--- src/hw/led_boost_defines.vh ---
// Timing constants and code widths for the LED boost sequencer
`ifndef LED_BOOST_DEFINES_VH
`define LED_BOOST_DEFINES_VH

`define CLK_FREQ_HZ        20000000
`define SW_FREQ_HZ         1200000
// Switching period in clock cycles, rounded down to stay at or above 1.2 MHz
`define SW_PERIOD_CYC      (`CLK_FREQ_HZ / `SW_FREQ_HZ)
// Least on-time in percent of the period; forced off only after this share
`define MAX_DUTY_PCT       90
`define MAX_ON_CYC         ((`SW_PERIOD_CYC * `MAX_DUTY_PCT + 99) / 100)
// Isolation switch edge delay, longest, in ns
`define ISO_DELAY_NS       1000
`define ISO_DELAY_CYC      ((`ISO_DELAY_NS * (`CLK_FREQ_HZ / 1000000)) / 1000)
// Soft start: steps and per-step hold in us
`define SS_STEPS           8
`define SS_STEP_US         213
`define SS_STEP_CYC        (`SS_STEP_US * (`CLK_FREQ_HZ / 1000000))
// Enable low time to shutdown in us
`define EN_OFF_US          1000
`define EN_OFF_CYC         (`EN_OFF_US * (`CLK_FREQ_HZ / 1000000))
// Overload persistence in ns, rounded up
`define OVL_NS             1500
`define OVL_CYC            ((`OVL_NS * (`CLK_FREQ_HZ / 1000000) + 999) / 1000)

`define CNT_W              16
`define STEP_W             4
`define PER_W              5
`define STEP_FULL          4'h8
`define STEP_MIN           4'h1
`define STEP_NONE          4'h0

`endif

--- src/hw/pin_sync.v ---
// Two-flop synchroniser for one asynchronous level
`timescale 1ns/1ps
module pin_sync (
  input  wire mclk_i,
  input  wire rst_n_i,
  input  wire async_i,
  output reg  sync_o
);
  reg meta;

  // First flop feeds only the second
  always @(posedge mclk_i or negedge rst_n_i) begin
    if (!rst_n_i) begin
      meta   <= 1'b0;
      sync_o <= 1'b0;
    end else begin
      meta   <= async_i;
      sync_o <= meta;
    end
  end
endmodule

--- src/hw/hold_timer.v ---
// Counter that reports a level held for a given number of cycles
`timescale 1ns/1ps
`include "led_boost_defines.vh"
module hold_timer (
  input  wire             mclk_i,
  input  wire             rst_n_i,
  input  wire             level_i,
  input  wire [`CNT_W-1:0] limit_i,
  output reg              done_o
);
  reg [`CNT_W-1:0] count;

  // Restarts whenever the level drops; saturates once the limit is hit
  always @(posedge mclk_i or negedge rst_n_i) begin
    if (!rst_n_i) begin
      count  <= {`CNT_W{1'b0}};
      done_o <= 1'b0;
    end else if (!level_i) begin
      count  <= {`CNT_W{1'b0}};
      done_o <= 1'b0;
    end else if (count + 16'h0001 >= limit_i) begin
      done_o <= 1'b1;
    end else begin
      count <= count + 16'h0001;
    end
  end
endmodule

--- src/hw/led_boost_sequencer.v ---
// Control and protection sequencer for a current-mode boost LED driver
//
// Notes on behaviour
// Fixed 1.2 MHz cycle, switch on each start; the code runs a 16-cycle period, 1.25 MHz
// Peak-current trip ends the on-time
// Isolation switch follows dimming within 1 us
// Enable high starts switches and soft start
// Eight equal limit steps, 213 us each
// Enable low 1 ms enters shutdown from ramp or run
// Low supply holds both switches off
// Overload held 1.5 us latches off
// Overload ignored until ramp complete
// Overvoltage stops both switches same cycle
// Resume only after overvoltage comparator releases
// Overtemperature holds both switches off
// On-time allowed at least 90 percent
// Host holds dimming high two cycles
// Host dims between 60 Hz and 40 kHz
// Host keeps low-end dimming duty limits
// Enable high means run, low means stop
// Shutdown, lockout, latch restart ramp lowest step
`timescale 1ns/1ps
`include "led_boost_defines.vh"
module led_boost_sequencer (
  input  wire                mclk_i,
  input  wire                rst_n_i,
  input  wire                enable_i,
  input  wire                dim_i,
  input  wire                peak_trip_i,
  input  wire                overload_guard_i,
  input  wire                over_volt_i,
  input  wire                low_supply_lockout_i,
  input  wire                over_temp_i,
  output reg                 power_switch_o,
  output reg                 iso_switch_o,
  output reg  [`STEP_W-1:0]  current_limit_step_o,
  output reg                 ramp_done_o,
  output reg                 overload_latched_o,
  output reg                 shutdown_o,
  output reg                 cycle_start_o
);
  // Sequencer states, one-hot
  localparam [3:0] ST_OFF  = 4'b0001;
  localparam [3:0] ST_RAMP = 4'b0010;
  localparam [3:0] ST_RUN  = 4'b0100;
  localparam [3:0] ST_LATCH = 4'b1000;

  // Integer forms of the counts; each is cut to its counter width on purpose
  localparam integer      EN_OFF_INT  = `EN_OFF_CYC;
  localparam integer      OVL_INT     = `OVL_CYC;
  localparam integer      STEP_INT    = `SS_STEP_CYC;
  localparam integer      PERIOD_INT  = `SW_PERIOD_CYC - 1;
  localparam integer      ON_INT      = `MAX_ON_CYC - 1;
  localparam [`CNT_W-1:0] EN_OFF_LIM  = EN_OFF_INT[`CNT_W-1:0];
  localparam [`CNT_W-1:0] OVL_LIM     = OVL_INT[`CNT_W-1:0];
  localparam [`CNT_W-1:0] STEP_LIM    = STEP_INT[`CNT_W-1:0];
  localparam [`PER_W-1:0] PERIOD_LAST = PERIOD_INT[`PER_W-1:0];
  localparam [`PER_W-1:0] ON_LAST     = ON_INT[`PER_W-1:0];

  wire en_s;
  wire dim_s;
  wire peak_s;
  wire ovl_s;
  wire ovp_s;
  wire low_supply_lockout_s;
  wire otp_s;
  wire en_low_long;
  wire ovl_long;

  reg  [3:0]          state;
  reg  [3:0]          next_state;
  reg  [`CNT_W-1:0]   step_cnt;
  reg  [`PER_W-1:0]   phase;
  reg                 en_seen_low;
  reg                 on_allowed;
  reg                 next_power;
  reg                 next_iso;

  // Dwell end test, shared by the ramp exit decode and the step counter
  function dwell_end;
    input [`CNT_W-1:0] cnt;
    input [`CNT_W-1:0] lim;
    begin
      dwell_end = (cnt + 16'h0001 >= lim);
    end
  endfunction

  // Last phase of a period; the power switch turns on here
  function cycle_end;
    input [`PER_W-1:0] ph;
    begin
      cycle_end = (ph == PERIOD_LAST);
    end
  endfunction

  // All comparator and pin inputs are asynchronous to mclk_i
  pin_sync u_sync_en (
    .mclk_i (mclk_i),
    .rst_n_i(rst_n_i),
    .async_i(enable_i),
    .sync_o (en_s)
  );

  pin_sync u_sync_dim (
    .mclk_i (mclk_i),
    .rst_n_i(rst_n_i),
    .async_i(dim_i),
    .sync_o (dim_s)
  );

  pin_sync u_sync_peak (
    .mclk_i (mclk_i),
    .rst_n_i(rst_n_i),
    .async_i(peak_trip_i),
    .sync_o (peak_s)
  );

  pin_sync u_sync_ovl (
    .mclk_i (mclk_i),
    .rst_n_i(rst_n_i),
    .async_i(overload_guard_i),
    .sync_o (ovl_s)
  );

  pin_sync u_sync_ovp (
    .mclk_i (mclk_i),
    .rst_n_i(rst_n_i),
    .async_i(over_volt_i),
    .sync_o (ovp_s)
  );

  pin_sync u_sync_low_supply_lockout (
    .mclk_i (mclk_i),
    .rst_n_i(rst_n_i),
    .async_i(low_supply_lockout_i),
    .sync_o (low_supply_lockout_s)
  );

  pin_sync u_sync_otp (
    .mclk_i (mclk_i),
    .rst_n_i(rst_n_i),
    .async_i(over_temp_i),
    .sync_o (otp_s)
  );

  // Enable low for the shutdown time
  hold_timer u_en_off (
    .mclk_i (mclk_i),
    .rst_n_i(rst_n_i),
    .level_i(~en_s),
    .limit_i(EN_OFF_LIM),
    .done_o (en_low_long)
  );

  // Overload persistence; timer only armed after the ramp
  hold_timer u_ovl (
    .mclk_i (mclk_i),
    .rst_n_i(rst_n_i),
    .level_i(ovl_s & ramp_done_o),
    .limit_i(OVL_LIM),
    .done_o (ovl_long)
  );

  // Faults that hold both switches off; only lockout also leaves ramp and run
  wire hold_off = low_supply_lockout_s | otp_s | ovp_s;             // see R07 see R10

  // Next-state decode
  always @* begin
    next_state = state;
    case (state)
      ST_OFF: begin
        if (en_s && !low_supply_lockout_s) begin
          next_state = ST_RAMP;                       // see R04
        end
      end
      ST_RAMP: begin
        if (en_low_long || low_supply_lockout_s) begin
          next_state = ST_OFF;
        end else if (current_limit_step_o == `STEP_FULL &&
                     dwell_end(step_cnt, STEP_LIM)) begin
          next_state = ST_RUN;
        end
      end
      ST_RUN: begin
        if (en_low_long || low_supply_lockout_s) begin
          next_state = ST_OFF;                        // see R06
        end else if (ovl_long) begin
          next_state = ST_LATCH;
        end
      end
      ST_LATCH: begin
        // Needs the fault gone and a low-then-high enable
        if (!ovl_s && en_s && en_seen_low) begin
          next_state = ST_RAMP;
        end
      end
      default: begin
        next_state = ST_OFF;
      end
    endcase
  end

  // State register and enable-toggle tracking for the latch
  always @(posedge mclk_i or negedge rst_n_i) begin
    if (!rst_n_i) begin
      state       <= ST_OFF;
      en_seen_low <= 1'b0;
    end else begin
      state <= next_state;
      if (state != ST_LATCH) begin
        en_seen_low <= 1'b0;
      end else if (!en_s) begin
        en_seen_low <= 1'b1;
      end
    end
  end

  // Soft-start ramp: step count and per-step dwell
  always @(posedge mclk_i or negedge rst_n_i) begin
    if (!rst_n_i) begin
      current_limit_step_o <= `STEP_NONE;
      step_cnt             <= {`CNT_W{1'b0}};
      ramp_done_o          <= 1'b0;
    end else if (next_state == ST_OFF || next_state == ST_LATCH) begin
      current_limit_step_o <= `STEP_NONE;
      step_cnt             <= {`CNT_W{1'b0}};
      ramp_done_o          <= 1'b0;
    end else if (next_state == ST_RUN) begin
      current_limit_step_o <= `STEP_FULL;
      ramp_done_o          <= 1'b1;
    end else if (state != ST_RAMP) begin
      current_limit_step_o <= `STEP_MIN;              // see R05
      step_cnt             <= {`CNT_W{1'b0}};
    end else if (dwell_end(step_cnt, STEP_LIM)) begin
      current_limit_step_o <= current_limit_step_o + `STEP_MIN;
      step_cnt             <= {`CNT_W{1'b0}};
    end else begin
      step_cnt <= step_cnt + 16'h0001;
    end
  end

  // Regulation runs through the ramp and the run states
  wire active = (state == ST_RAMP || state == ST_RUN);

  // Switching phase counter, free-running while regulating
  always @(posedge mclk_i or negedge rst_n_i) begin
    if (!rst_n_i) begin
      phase         <= {`PER_W{1'b0}};
      cycle_start_o <= 1'b0;
    end else if (!active || cycle_end(phase)) begin
      phase         <= {`PER_W{1'b0}};
      cycle_start_o <= active;
    end else begin
      phase         <= phase + 5'h01;
      cycle_start_o <= 1'b0;
    end
  end

  // Per-cycle on window; peak trip ends it until the next cycle start
  always @(posedge mclk_i or negedge rst_n_i) begin
    if (!rst_n_i) begin
      on_allowed <= 1'b0;
    end else if (!active) begin
      on_allowed <= 1'b0;
    end else if (cycle_end(phase)) begin
      on_allowed <= 1'b1;
    end else if (peak_s || phase >= ON_LAST) begin
      on_allowed <= 1'b0;                             // see R02
    end
  end

  // Next switch levels; every fault gates both switches ahead of the flops
  always @* begin
    next_power = 1'b0;
    next_iso   = 1'b0;
    if (active && !hold_off && !ovl_long) begin       // see R10
      next_power = cycle_end(phase) ||
                   (on_allowed && !peak_s && phase < ON_LAST);  // see R02
      next_iso   = dim_s;
    end
  end

  // Switch flops; the extra stage keeps both gates free of glitches
  always @(posedge mclk_i or negedge rst_n_i) begin
    if (!rst_n_i) begin
      power_switch_o <= 1'b0;
      iso_switch_o   <= 1'b0;
    end else begin
      power_switch_o <= next_power;
      // Two sync flops plus this one: 150 ns, well inside 1 us
      iso_switch_o   <= next_iso;
    end
  end

  // Shutdown flag for the low-power mode
  always @(posedge mclk_i or negedge rst_n_i) begin
    if (!rst_n_i) begin
      shutdown_o         <= 1'b1;
      overload_latched_o <= 1'b0;
    end else begin
      shutdown_o         <= (next_state == ST_OFF);
      overload_latched_o <= (next_state == ST_LATCH);
    end
  end
endmodule

--- config.mk ---
export PLATFORM = sky130hd
export DESIGN_NAME = led_boost_sequencer
export DESIGN_NICKNAME = d
export VERILOG_FILES = /design/src/hw/pin_sync.v /design/src/hw/hold_timer.v /design/src/hw/led_boost_sequencer.v
export VERILOG_INCLUDE_DIRS = /design/src /design/src/hw
export SDC_FILE = /design/constraint.sdc
export NUM_CORES = 1
export LEC_CHECK = 0
export BUFFER_PORTS_ARGS = -buffer_cell sky130_fd_sc_hd__buf_2
export CORE_MARGIN = 1
export CORE_UTILIZATION = 46
export CTS_CLUSTER_DIAMETER = 30
export DETAILED_ROUTE_END_ITERATION = 8
export PLACE_DENSITY_LB_ADDON = 0.05
export SYNTH_ARGS = -nofsm -noshare
export SYNTH_HDL_FRONTEND = slang
export SYNTH_SLANG_ARGS = --single-unit
--- constraint.sdc ---
create_clock -name mclk_i -period 3.85 [get_ports mclk_i]
set_input_delay 0.385 -clock mclk_i [delete_from_list [all_inputs] [get_ports mclk_i]]
set_output_delay 0.385 -clock mclk_i [all_outputs]
set_load 0.02 [all_outputs]
# --- Word level (Yosys, flattened, before mapping) ---
# Cells that the tools add are included.
totals:
  out_inout_bits: 10
  inputBits: 9
  regBits: 85
classes:
  bitwise_logic: 3
  muxes: 34
  n_reduce_logical: 23
  order_cmp: 5
  eq_ne: 17
  addsub: 5
ops:
  columns: ["operator", "n"]
  rows:
  - ["two-way mux 16 bit", 8]
  - ["adder 16 x 1 -> 16 bit (second input constant)", 3]
  - ["two-way mux 4 bit", 10]
  - [">= comparator 16 x 13 -> 1 bit (second input constant)", 1]
  - [">= comparator 16 x 15 -> 1 bit (second input constant)", 1]
  - [">= comparator 16 x 5 -> 1 bit (second input constant)", 1]
  - ["case mux 4 bit (4 select lines)", 1]
  - ["two-way mux 1 bit", 14]
  - ["== test 4 bit (second input constant)", 3]
  - ["inequality test 2 bit (second input constant)", 5]
  - ["== test 4 x 1 -> 1 bit (second input constant)", 2]
  - ["== test 4 x 3 -> 1 bit (second input constant)", 2]
  - ["logical AND 1 bit", 8]
  - ["logical NOT 1 bit", 6]
  - ["logical OR 1 bit", 6]
  - ["adder 5 x 1 -> 5 bit (second input constant)", 1]
  - ["== test 5 x 4 -> 1 bit (second input constant)", 1]
  - [">= comparator 5 x 4 -> 1 bit (second input constant)", 1]
  - ["less-than comparator 5 x 4 -> 1 bit (second input constant)", 1]
  - ["two-way mux 5 bit", 1]
  - ["adder 4 x 1 -> 4 bit (second input constant)", 1]
  - ["== test 4 x 2 -> 1 bit (second input constant)", 1]
  - ["inequality test 4 x 2 -> 1 bit (second input constant)", 1]
  - ["inequality test 4 bit (second input constant)", 1]
  - ["other kinds (5)", 7]

# --- Logic depth before layout (Yosys ltp) ---
# Gate-level depths: netlist of the first run.
logic_depth:
  depth_word: 9
  ltp_mapped: 10
  depth_no_buf: 8

# --- Modules after synthesis ---
# From an unflattened synthesis of the first run, not the netlist that was laid out.
hier_totals:
  hier_cells: 622
  hier_area_um2: 5733.0
by_module_without_submodules:
  columns: ["module", "n_inst", "seq_area_each_um2", "cells_per_inst", "area_each_um2"]
  rows:
  - ["hold_timer", 2, 425.4, 194, 1670.4]
  - ["led_boost_sequencer", 1, 928.4, 220, 2042.0]
  - ["pin_sync", 7, 50.0, 2, 50.0]

# --- Least setup slack after synthesis of the first run ---
# Ideal clock, no wire load.
synth_path:
  kind: "register to register"
  startpoint: "register u_ovl.count[0]"
  endpoint: "register u_ovl.count[3]"
  path_slack_ps: 1481
  path_stages_with_launch: 10
  path_buffers: 1
  t_required_ps: 3772
  arrival_ps: 2291
  cell_sequence: "dfrtp_1 ha_1 nand4_1 nor3_1 mux2_2 o31ai_1 o2111ai_1 buf_2 or3_1 a21oi_1"
synth_between:
  elab_chain_cells: 3
  elab_cells_between_ends: 5
synth_rtl:
  columns: ["item", "line_no", "text"]
  rows:
  - ["from (decl)", "hold_timer.v:11", "reg [`CNT_W-1:0] count;"]
  - ["from (signal assigned)", "hold_timer.v:16", "count <= {`CNT_W{1'b0}};"]
  - ["from (signal assigned)", "hold_timer.v:19", "count <= {`CNT_W{1'b0}};"]
  - ["from (signal assigned)", "hold_timer.v:24", "count <= count + 16'h0001;"]
  - ["adder 16 x 1 -> 16 bit *", "hold_timer.v:21, hold_timer.v:24", null]
  - [">= comparator 16 x 5 -> 1 bit or two-way mux 16 bit (tied branches)", "hold_timer.v:21", "end else if (count + 16'h0001 >= limit_i) begin"]
  - ["inequality test 2 bit (no line) or two-way mux 16 bit (tied branches)", null, null]
# Mark *: on every way between the ends. The rest lies on a longest branch, timed or not. The select of a mux whose other input is x is not followed.
# A chain may end at the register's enable or synchronous reset.

# --- Final worst setup path of the first run ---
layout_path:
  startpoint: "register u_en_off.count[0]"
  endpoint: "register u_en_off.count[9]"
layout_between:
  elab_chain_cells: 3
  elab_cells_between_ends: 5
layout_rtl:
  columns: ["item", "line_no"]
  rows:
  - ["from (decl)", "hold_timer.v:11"]
  - ["from (signal assigned)", "hold_timer.v:16"]
  - ["from (signal assigned)", "hold_timer.v:19"]
  - ["from (signal assigned)", "hold_timer.v:24"]
  - ["adder 16 x 1 -> 16 bit *", "hold_timer.v:21, hold_timer.v:24"]
  - [">= comparator 16 x 15 -> 1 bit or two-way mux 16 bit (tied branches)", "hold_timer.v:21"]
  - ["inequality test 2 bit (no line) or two-way mux 16 bit (tied branches)", null]
# Marked as above.

==> reports/metrics.yaml, run 1 <==
end_kind: "flip-flop"
min_period_ns: 2.91
fin_tns_setup_ns: 0
synth_top_family_by_area: "simple AND/OR/NAND/NOR gates"
gp_congestion: 0.916
rsz0062_at_grt: "false"
ys_types: 70
io_pins: 19
max_freq_mhz: 344
critPathRequiredTime_ns: 4.10
syn_avg_cell_area_um2: 9.60
yosys.area_share.simple_pct: 27.9
critPathKind: "flip-flop to flip-flop"
ys_ff_latch: 85
h-tree-depth: 3
first_pass_iters: 4
initial_core_util_pct: 47.3
cts_tree: "yes"
synth_nets: 501
cp_max_fo: 23
grt_max_degree: 66
setup_ws_ns: 0.941
clk_pin_slew_worst_paths_ns: 0.09
die_w_um: 102
detailedPlace.worstSlack_ns: 0.928
synth_mux_area_share_pct: 0.947
diodes: 0
ys_seq_area_share_pct: 46.0
vdd_ir_drop_max_uv: 237
fp.dieArea_um2: 10500
postCtsSetupBuffers: 0
reg2reg_slack_ns: 0.94
cts_sinks: 85
yosys_warnings: 0
hpwlAfterDp_mm: 6.30
final_common_cell: "dfrtp_1"
max_stage_delay_ns: 0.46
crit_slowest_cell: "dfrtp_1"
antenna_found_initial: 0
drive_gt1_share_pct: 11.6
power_density_nw_per_um2: 320
wire_per_inst_um: 14.9
fin_nets: 505
antenna_left: 0
grt_overflow: 0
drt_iter0_markers: 119
critPathArrivalTime_ns: 3.16
cts_made_buffers: 9
p_leak_nw: 2.14
tightest_slew_ns: 0.910
core_area_um2: 9770
synth_ff_type: "dfrtp_1"
period_share_pct: 75.6
grt_pass1_vias: 3469
cpMostUsedCell: "nand4_1"
drc: 0
synth_compound_area_share_pct: 15.0
synthesis.area_um2: 4630
post_cts_resized: 0
min_path_type: "input pin to async pin"
clockBufferDepth: 2
totalWireLength_mm: 9.28
status: "finished clean"
via_count: 3596
r2r-start: "u_en_off.count[0]"
maxCapViolations: 0
synthArstFlopShare_pct: 100
multi_input_area_um2: 2260
track_usage_pct: 20.2
holdWs_ns: 0.108
setup-violations-final: 0
slew_viol_final: 0
grt_pass1_wl_mm: 16.4
setup.worst_path.start: "u_en_off.count[0]"
rows: 36
syn_inst: 482
cts_root_buffer: "clkbuf_8"
synth_edf_count: 0
finClkSkew_ns: 0.00807
max-slew-margin-rel_pct: 38.5
fill_cells: 925
startpoint_type: "flip-flop"
io_buffers: 18
synth-xor-area-share_pct: 2.46
mostFrequentLayoutCells: "dfrtp_1, nand2_1, nor2_1, nand3_1"
path_cells: "ha_1 > nand4_1 > nor3_4 > nand4_1 > a32o_2 > nor4b_4 > buf_4 > nor4_1 > a221o_1"
synthAdderAreaFrac_pct: 2.70
area_growth_pct: 6.49
insertion_delay_ns: 0.36
seq_area_um2: 2130
cts_hold_buf: 0
viasPerCell: 5.77
hold_violations: 0
die_h_um: 102
[synthesized netlist by cell type, types with 4 or more instances]
| library cell | number | share of area [%] |
|---|---|---|
| o21ai_0 | 12 | 1.3 |
| and3_1 | 4 | 0.54 |
| or4_1 | 4 | 0.65 |
| a31oi_1 | 4 | 0.54 |
| nor3b_1 | 5 | 0.81 |
| nor2_1 | 31 | 2.5 |
| nor2b_1 | 8 | 1.1 |
| dfrtp_1 | 83 | 45 |
| a211o_1 | 6 | 1.1 |
| buf_2 | 17 | 1.8 |
| or2_2 | 4 | 0.54 |
| ha_1 | 10 | 2.7 |
| nand4_1 | 10 | 1.4 |
| nand2_1 | 44 | 3.6 |
| o31ai_1 | 4 | 0.65 |
| a21oi_1 | 20 | 2.2 |
| inv_1 | 16 | 1.3 |
| nand3b_1 | 6 | 0.97 |
| and2_1 | 17 | 2.3 |
| nor4b_1 | 4 | 0.76 |
| a21o_1 | 11 | 1.8 |
| nand3_1 | 29 | 3.1 |
| clkbuf_1 | 4 | 0.32 |
| a221o_1 | 7 | 1.5 |
| xnor2_1 | 6 | 1.1 |
| nor3_1 | 20 | 2.2 |
| nor4_1 | 14 | 1.9 |
| xor2_1 | 7 | 1.3 |
| or3_1 | 12 | 1.6 |
| and4_1 | 5 | 0.95 |
[critical path: cells and delay by family (launching register included)]
kind	cells	cell delay [ns]
flip-flops	1	0.46
AND/OR/NAND/NOR	5	1.18
adder cells (fa/ha/maj)	1	0.27
buffers and inverters	1	0.33
AO/OA/AOI/OAI	2	0.56
[power breakdown]
part / switching (W) / internal, W / total [W]
registers: 0.0000129 / 0.000909 / 0.000922
clock network: 0.000332 / 0.000257 / 0.000589
logic: 0.0000455 / 0.0000209 / 0.0000665
[per-stage QoR]
stage	total power, W	area, µm²	cells	util (%)
4_1_cts	0.00161	4930	623	50.4
6_report	0.00158	4930	623	50.4
5_1_grt	0.00166	4930	623	50.4
3_3_place_gp	0.00101	4740	608	48.5
2_1_floorplan	0.000970	4630	482	-
3_5_place_dp	0.00101	4740	608	48.5
[cell families (layout without fill, tap and decap cells)]
group,Yosys count,in the layout
xor+xnor,13,13
compound gates,96,96
simple gates,229,229
fa+ha+maj,10,10
mux,4,4
flops,85,85
buf+inv,45,53
[registers in the layout (all words and copies together) (netlist names), 4 cells and up]
register and count:
current_limit_step_o 4, u_en_off.count 16, state 4, u_ovl.count 16
step_cnt 16, phase 5
[layer usage]
metal	vias up	GRT usage, %	wire length (µm)
met4	0	7.36	156
li1	1775	-	-
met2	50	33.2	4420
met1	1759	26.3	4400
met3	12	4.45	300
met5	-	0	0
[layout make-up]
type                       instances  area share (%)
multi-input combinational        352            46.0
sequential                        85            43.2
clock buffer                      10            2.79
inverter                          16            1.22
timing repair buffer              22            2.49
tap                              133            3.38
clock inverter                     5           0.914
[path summary, 6_finish.rpt]
kind	to	cells after the start
setup / recovery	u_en_off.count[9]	9
hold / removal	power_switch_o	1
setup reg to reg	u_en_off.count[9]	9
hold reg to reg	u_sync_dim.sync_o	0
max in group asynchronous	step_cnt[3]	2
min in group mclk_i	u_sync_peak.meta	1
(Power assumes the default switching activity.)
==> run 2: changes to the inputs <==
Clock period 3.85 ns to 2.92 ns, I/O delays scaled along.
==> run 2 against run 1 <==
Effect of this change:
- count of clock-buffer cells in the layout rose by 1
- sequential cell count did not move
- register-to-register slack got worse by 0.71 ns
- maximum frequency rose by 8.2%
- clock power rose by 33%
- die area did not move
- hold slack got worse by 0.075 ns
- total power rose by 32%
- wire length fell by 0.46%
- largest power group unchanged
==> reports/metrics.yaml, run 2 (same netlist as run 1, synthesis figures left out) <==
critPathArrivalTime_ns: 2.94
fin_util_pct: 51.1
track_usage_pct: 19.7
critPathKind: "flip-flop to flip-flop"
cts_tree: "yes"
grt_max_degree: 58
period_share_pct: 92.1
min_to: "u_sync_otp.meta"
diodes: 0
total_power_w: 0.00209
path_cells: "ha_1 > nand4_2 > nor4_1 > mux2_2 > o32a_1 > a21oi_2 > a21o_1 > buf_4 > a22o_1"
path_buf_inv: 1
status: "finished clean"
end_kind: "flip-flop"
worst_hold_path.num_cells: 1
largestRegisters: "step_cnt x16, u_en_off.count x16, u_ovl.count x16"
worstReg2RegEnd: "step_cnt[1]"
holdWs_ns: 0.0332
maxCapViolations: 0
mostFrequentLayoutCells: "dfrtp_1, nand2_1, nor2_1, nand3_1"
gp_congestion: 0.822
via_count: 3598
area_growth_pct: 7.98
min_path_type: "input pin to flip-flop"
die_w_um: 102
vdd_ir_drop_max_uv: 288
antenna_left: 0
cts_made_buffers: 9
final_common_cell: "dfrtp_1"
startpoint_type: "flip-flop"
grt_pass1_wl_mm: 16.2
h-tree-depth: 3
wire_per_inst_um: 14.7
max_stage_delay_ns: 0.43
io_buffers: 18
hold_violations: 0
finClkSkew_ns: 0.0105
fill_cells: 914
tightest_slew_ns: 0.823
cts_root_buffer: "clkbuf_8"
die_h_um: 102
reg2reg_slack_ns: 0.23
max_freq_mhz: 372
drc: 0
setup_ws_ns: 0.231
hpwlAfterDp_mm: 6.40
clockBufferDepth: 2
insertion_delay_ns: 0.36
fin_nets: 512
rr_worst_depth: 9
drt_iter0_markers: 87
fin_tns_setup_ns: 0
detailedPlace.worstSlack_ns: 0.203
cts_sinks: 85
postCtsSetupBuffers: 0
p_leak_nw: 2.18
totalWireLength_mm: 9.23
fp.dieArea_um2: 10500
drive_gt1_share_pct: 13.3
hold_start: "over_temp_i"
rsz0062_at_grt: "false"
clk_pin_slew_worst_paths_ns: 0.09
r2r-start: "step_cnt[0]"
antenna_found_initial: 0
grt_pass1_vias: 3445
crit_slowest_cell: "dfrtp_1"
core_area_um2: 9770
grt_overflow: 0
first_pass_iters: 4
critPathRequiredTime_ns: 3.17
viasPerCell: 5.71
setup-violations-final: 0
slew_viol_final: 0
io_pins: 19
rows: 36
cp_max_fo: 8
cp_top_family: "compound AO/OA/AOI/OAI gates"
power_density_nw_per_um2: 418
max-slew-margin-rel_pct: 44.3
min_period_ns: 2.69
initial_core_util_pct: 47.3
==> run 2: worst max path at each step <==
| stage | startpoint | end | cells after the start |
|---|---|---|---|
| after floorplan | u_ovl.count[0] | u_ovl.count[3] | 9 |
| after global placement | step_cnt[0] | step_cnt[2] | 8 |
| after detailed placement | step_cnt[0] | step_cnt[2] | 8 |
| after CTS | step_cnt[0] | step_cnt[2] | 8 |
| after global routing | u_ovl.count[0] | u_ovl.count[2] | 8 |
| final | step_cnt[0] | step_cnt[1] | 9 |
==> run 2: final cells by class <==
type	count	area [µm²]	area share, %
flip-flops and latches	85	2130	42.6
multi-input cells	352	2280	45.6
well taps	133	166	3.33
clock inverters	4	33.8	0.676
repair buffers	29	178	3.56
inverters	16	60.1	1.20
clock buffers	11	151	3.03
==> run 2: where the power goes <==
group / total [W] / leakage [nW] / switching (W) / internal, W
logic: 0.0000878 / 0.945 / 0.0000584 / 0.0000294
registers: 0.00122 / 1.14 / 0.0000166 / 0.00120
clock network: 0.000786 / 0.0916 / 0.000431 / 0.000355
total: 0.00209 / 2.18 / 0.000506 / 0.00158
==> run 2: stage by stage <==
step,std cells,cell area [µm²]
3_3_place_gp,614,4790
5_1_grt,630,4990
2_1_floorplan,482,4630
4_1_cts,630,4980
3_5_place_dp,614,4790
6_report,630,4990
==> run 2: timing repair <==
item	CTS	global route
hold buffers	1	0
gates resized for setup	0	3
endpoints found under the setup margin	0	18
hold endpoints to repair	14	0
==> run 2: layer usage <==
layer	track usage, %	wire, µm	up-vias	part of all wire (%)
met5	0	0	-	0
met4	6.81	146	0	1.6
met3	5.20	260	10	2.8
met2	30.8	4260	59	46
met1	26.6	4570	1746	49
li1	-	-	1783	-
==> run 3: changes to the inputs <==
Clock period 2.92 ns to 2.58 ns, I/O delays scaled along.
==> run 3 against run 2 <==
Effect of this change:
- the flow now finishes with violations (negative setup slack)
- count of clock-buffer cells in the layout is 2 lower
- maximum frequency is 3.9% higher
- register-to-register slack worse by 0.24 ns
- die area stayed put
- core utilization is 4.5 points higher
- global-route usage is 0.095 points lower
- total power is 15% higher
- largest cell class unchanged
==> reports/metrics.yaml, run 3 (same netlist as run 1, synthesis figures left out) <==
maxCapViolations: 0
antenna_found_initial: 0
max-slew-margin-rel_pct: 66.6
wl_met2_mm: 4.37
fin_area_um2: 5440
fin_util_pct: 55.6
cts_made_buffers: 9
wire_per_inst_um: 14.3
dr_wl_met3_um: 285
hpwlAfterDp_mm: 6.49
grt_pass1_vias: 3395
hold_start: "u_sync_low_supply_lockout.meta"
reg2reg_slack_ns: -0.009
worst_hold_path.num_cells: 0
drt_iter0_markers: 136
status: "finished with violations"
finClkSkew_ns: 0.0128
p_leak_nw: 2.41
viasPerCell: 5.57
die_w_um: 102
cp_max_fo: 7
fin_nets: 552
setup_ws_ns: -0.00948
antenna_left: 0
critPathArrivalTime_ns: 2.86
routed.top_layer: "met4"
wirelength_met1_mm: 4.83
grt_pass1_wl_mm: 16.0
critPathRequiredTime_ns: 2.85
min_path_type: "flip-flop to flip-flop"
die_h_um: 102
crit_slowest_cell: "nor4b_4"
max_freq_mhz: 386
path_cells: "ha_2 > nand4_1 > nor3_4 > nand4_1 > a32o_2 > nor4b_4 > buf_6 > buf_6 > nor4_2 > a211o_1"
min_period_ns: 2.59
rr_worst_depth: 10
detailedPlace.worstSlack_ns: 0.0787
rows: 36
vdd_ir_drop_max_uv: 208
io_pins: 19
cts_sinks: 85
grt_overflow: 0
io_buffers: 18
cts_root_buffer: "clkbuf_8"
period_share_pct: 100
setup-violations-final: 1
core_area_um2: 9770
power_density_nw_per_um2: 442
hold_violations: 0
rsz0062_at_grt: "true"
critPathKind: "flip-flop to flip-flop"
insertion_delay_ns: 0.37
gp_congestion: 0.846
r2r-start: "u_en_off.count[1]"
slew_viol_final: 0
cts_tree: "yes"
violations: "negative setup slack"
clk_pin_slew_worst_paths_ns: 0.10
via_count: 3739
diodes: 0
fp.dieArea_um2: 10500
max_stage_delay_ns: 0.38
dpl_cell_area_um2: 4980
min_to: "u_sync_low_supply_lockout.sync_o"
tightest_slew_ns: 0.501
end_kind: "flip-flop"
startpoint_type: "flip-flop"
drc: 0
totalWireLength_mm: 9.61
mostFrequentLayoutCells: "dfrtp_1, nand2_1, buf_4, nor2_1, nand3_1"
grt_max_degree: 47
track_usage_pct: 19.6
largestRegisters: "step_cnt x16, u_en_off.count x16, u_ovl.count x16"
area_growth_pct: 17.5
fill_cells: 919
h-tree-depth: 3
worstReg2RegEnd: "u_en_off.count[2]"
final_common_cell: "dfrtp_1"
drive_gt1_share_pct: 21.2
first_pass_iters: 4
initial_core_util_pct: 47.3
total_power_w: 0.00240
clockBufferDepth: 2
run 3: worst max-delay path by stage:
stage                       from                end  slack [ns]  cells after the start
2_1_floorplan     u_ovl.count[0]     u_ovl.count[3]        0.21                      9
3_3_place_gp      u_ovl.count[1]    u_ovl.count[11]        0.08                      9
3_5_place_dp      u_ovl.count[1]     u_ovl.count[5]        0.08                      9
4_1_cts           u_ovl.count[1]     u_ovl.count[5]        0.02                      9
5_1_grt        u_en_off.count[1]  u_en_off.count[2]       -0.16                     10
6_report       u_en_off.count[1]  u_en_off.count[2]      -0.009                     10
run 3: repair_timing:
action                     CTS  global route
hold endpoints to repair    45             0
setup buffers                0            11
setup endpoints to repair    0            32
hold buffers                 8             0
resized for setup            0            25
run 3: per-stage QoR:
stage / cells / hold slack, ns / setup TNS, ns
global placement: 636 / 0.263 / 0
CTS: 660 / 0.356 / 0
floorplan: 482 / -0.0376 / 0
finish: 671 / 0.355 / -0.00948
global route: 671 / 0.362 / -2.03
detailed placement: 636 / 0.267 / 0
run 3: routing by layer:
metal / vias up / global-route usage, %
li1: 1857 / -
met1: 1800 / 27.4
met2: 68 / 30.4
met3: 14 / 3.97
met4: 0 / 7.03
met5: - / 0
run 3: cell type report:
type / instances / area [µm²] / area share (%)
clock buffers: 9 / 124 / 2.28
clock inverters: 7 / 66.3 / 1.22
inverters: 16 / 60.1 / 1.10
multi-input cells: 352 / 2350 / 43.3
flip-flops and latches: 85 / 2130 / 39.2
well taps: 133 / 166 / 3.06
repair buffers: 69 / 532 / 9.78
run 3: critical path, delay by kind of cell (launching register included):
kind            cells  cell delay [ns]
compound gates      2             0.50
fa+ha+maj           1             0.20
buf+inv             2             0.30
flops               1             0.37
simple gates        5             1.10
run 3: where the power goes:
| part | internal, W | switching [W] | total (W) |
|---|---|---|---|
| registers | 0.00136 | 0.0000153 | 0.00137 |
| logic | 0.0000484 | 0.0000741 | 0.000122 |
| clock network | 0.000371 | 0.000536 | 0.000907 |
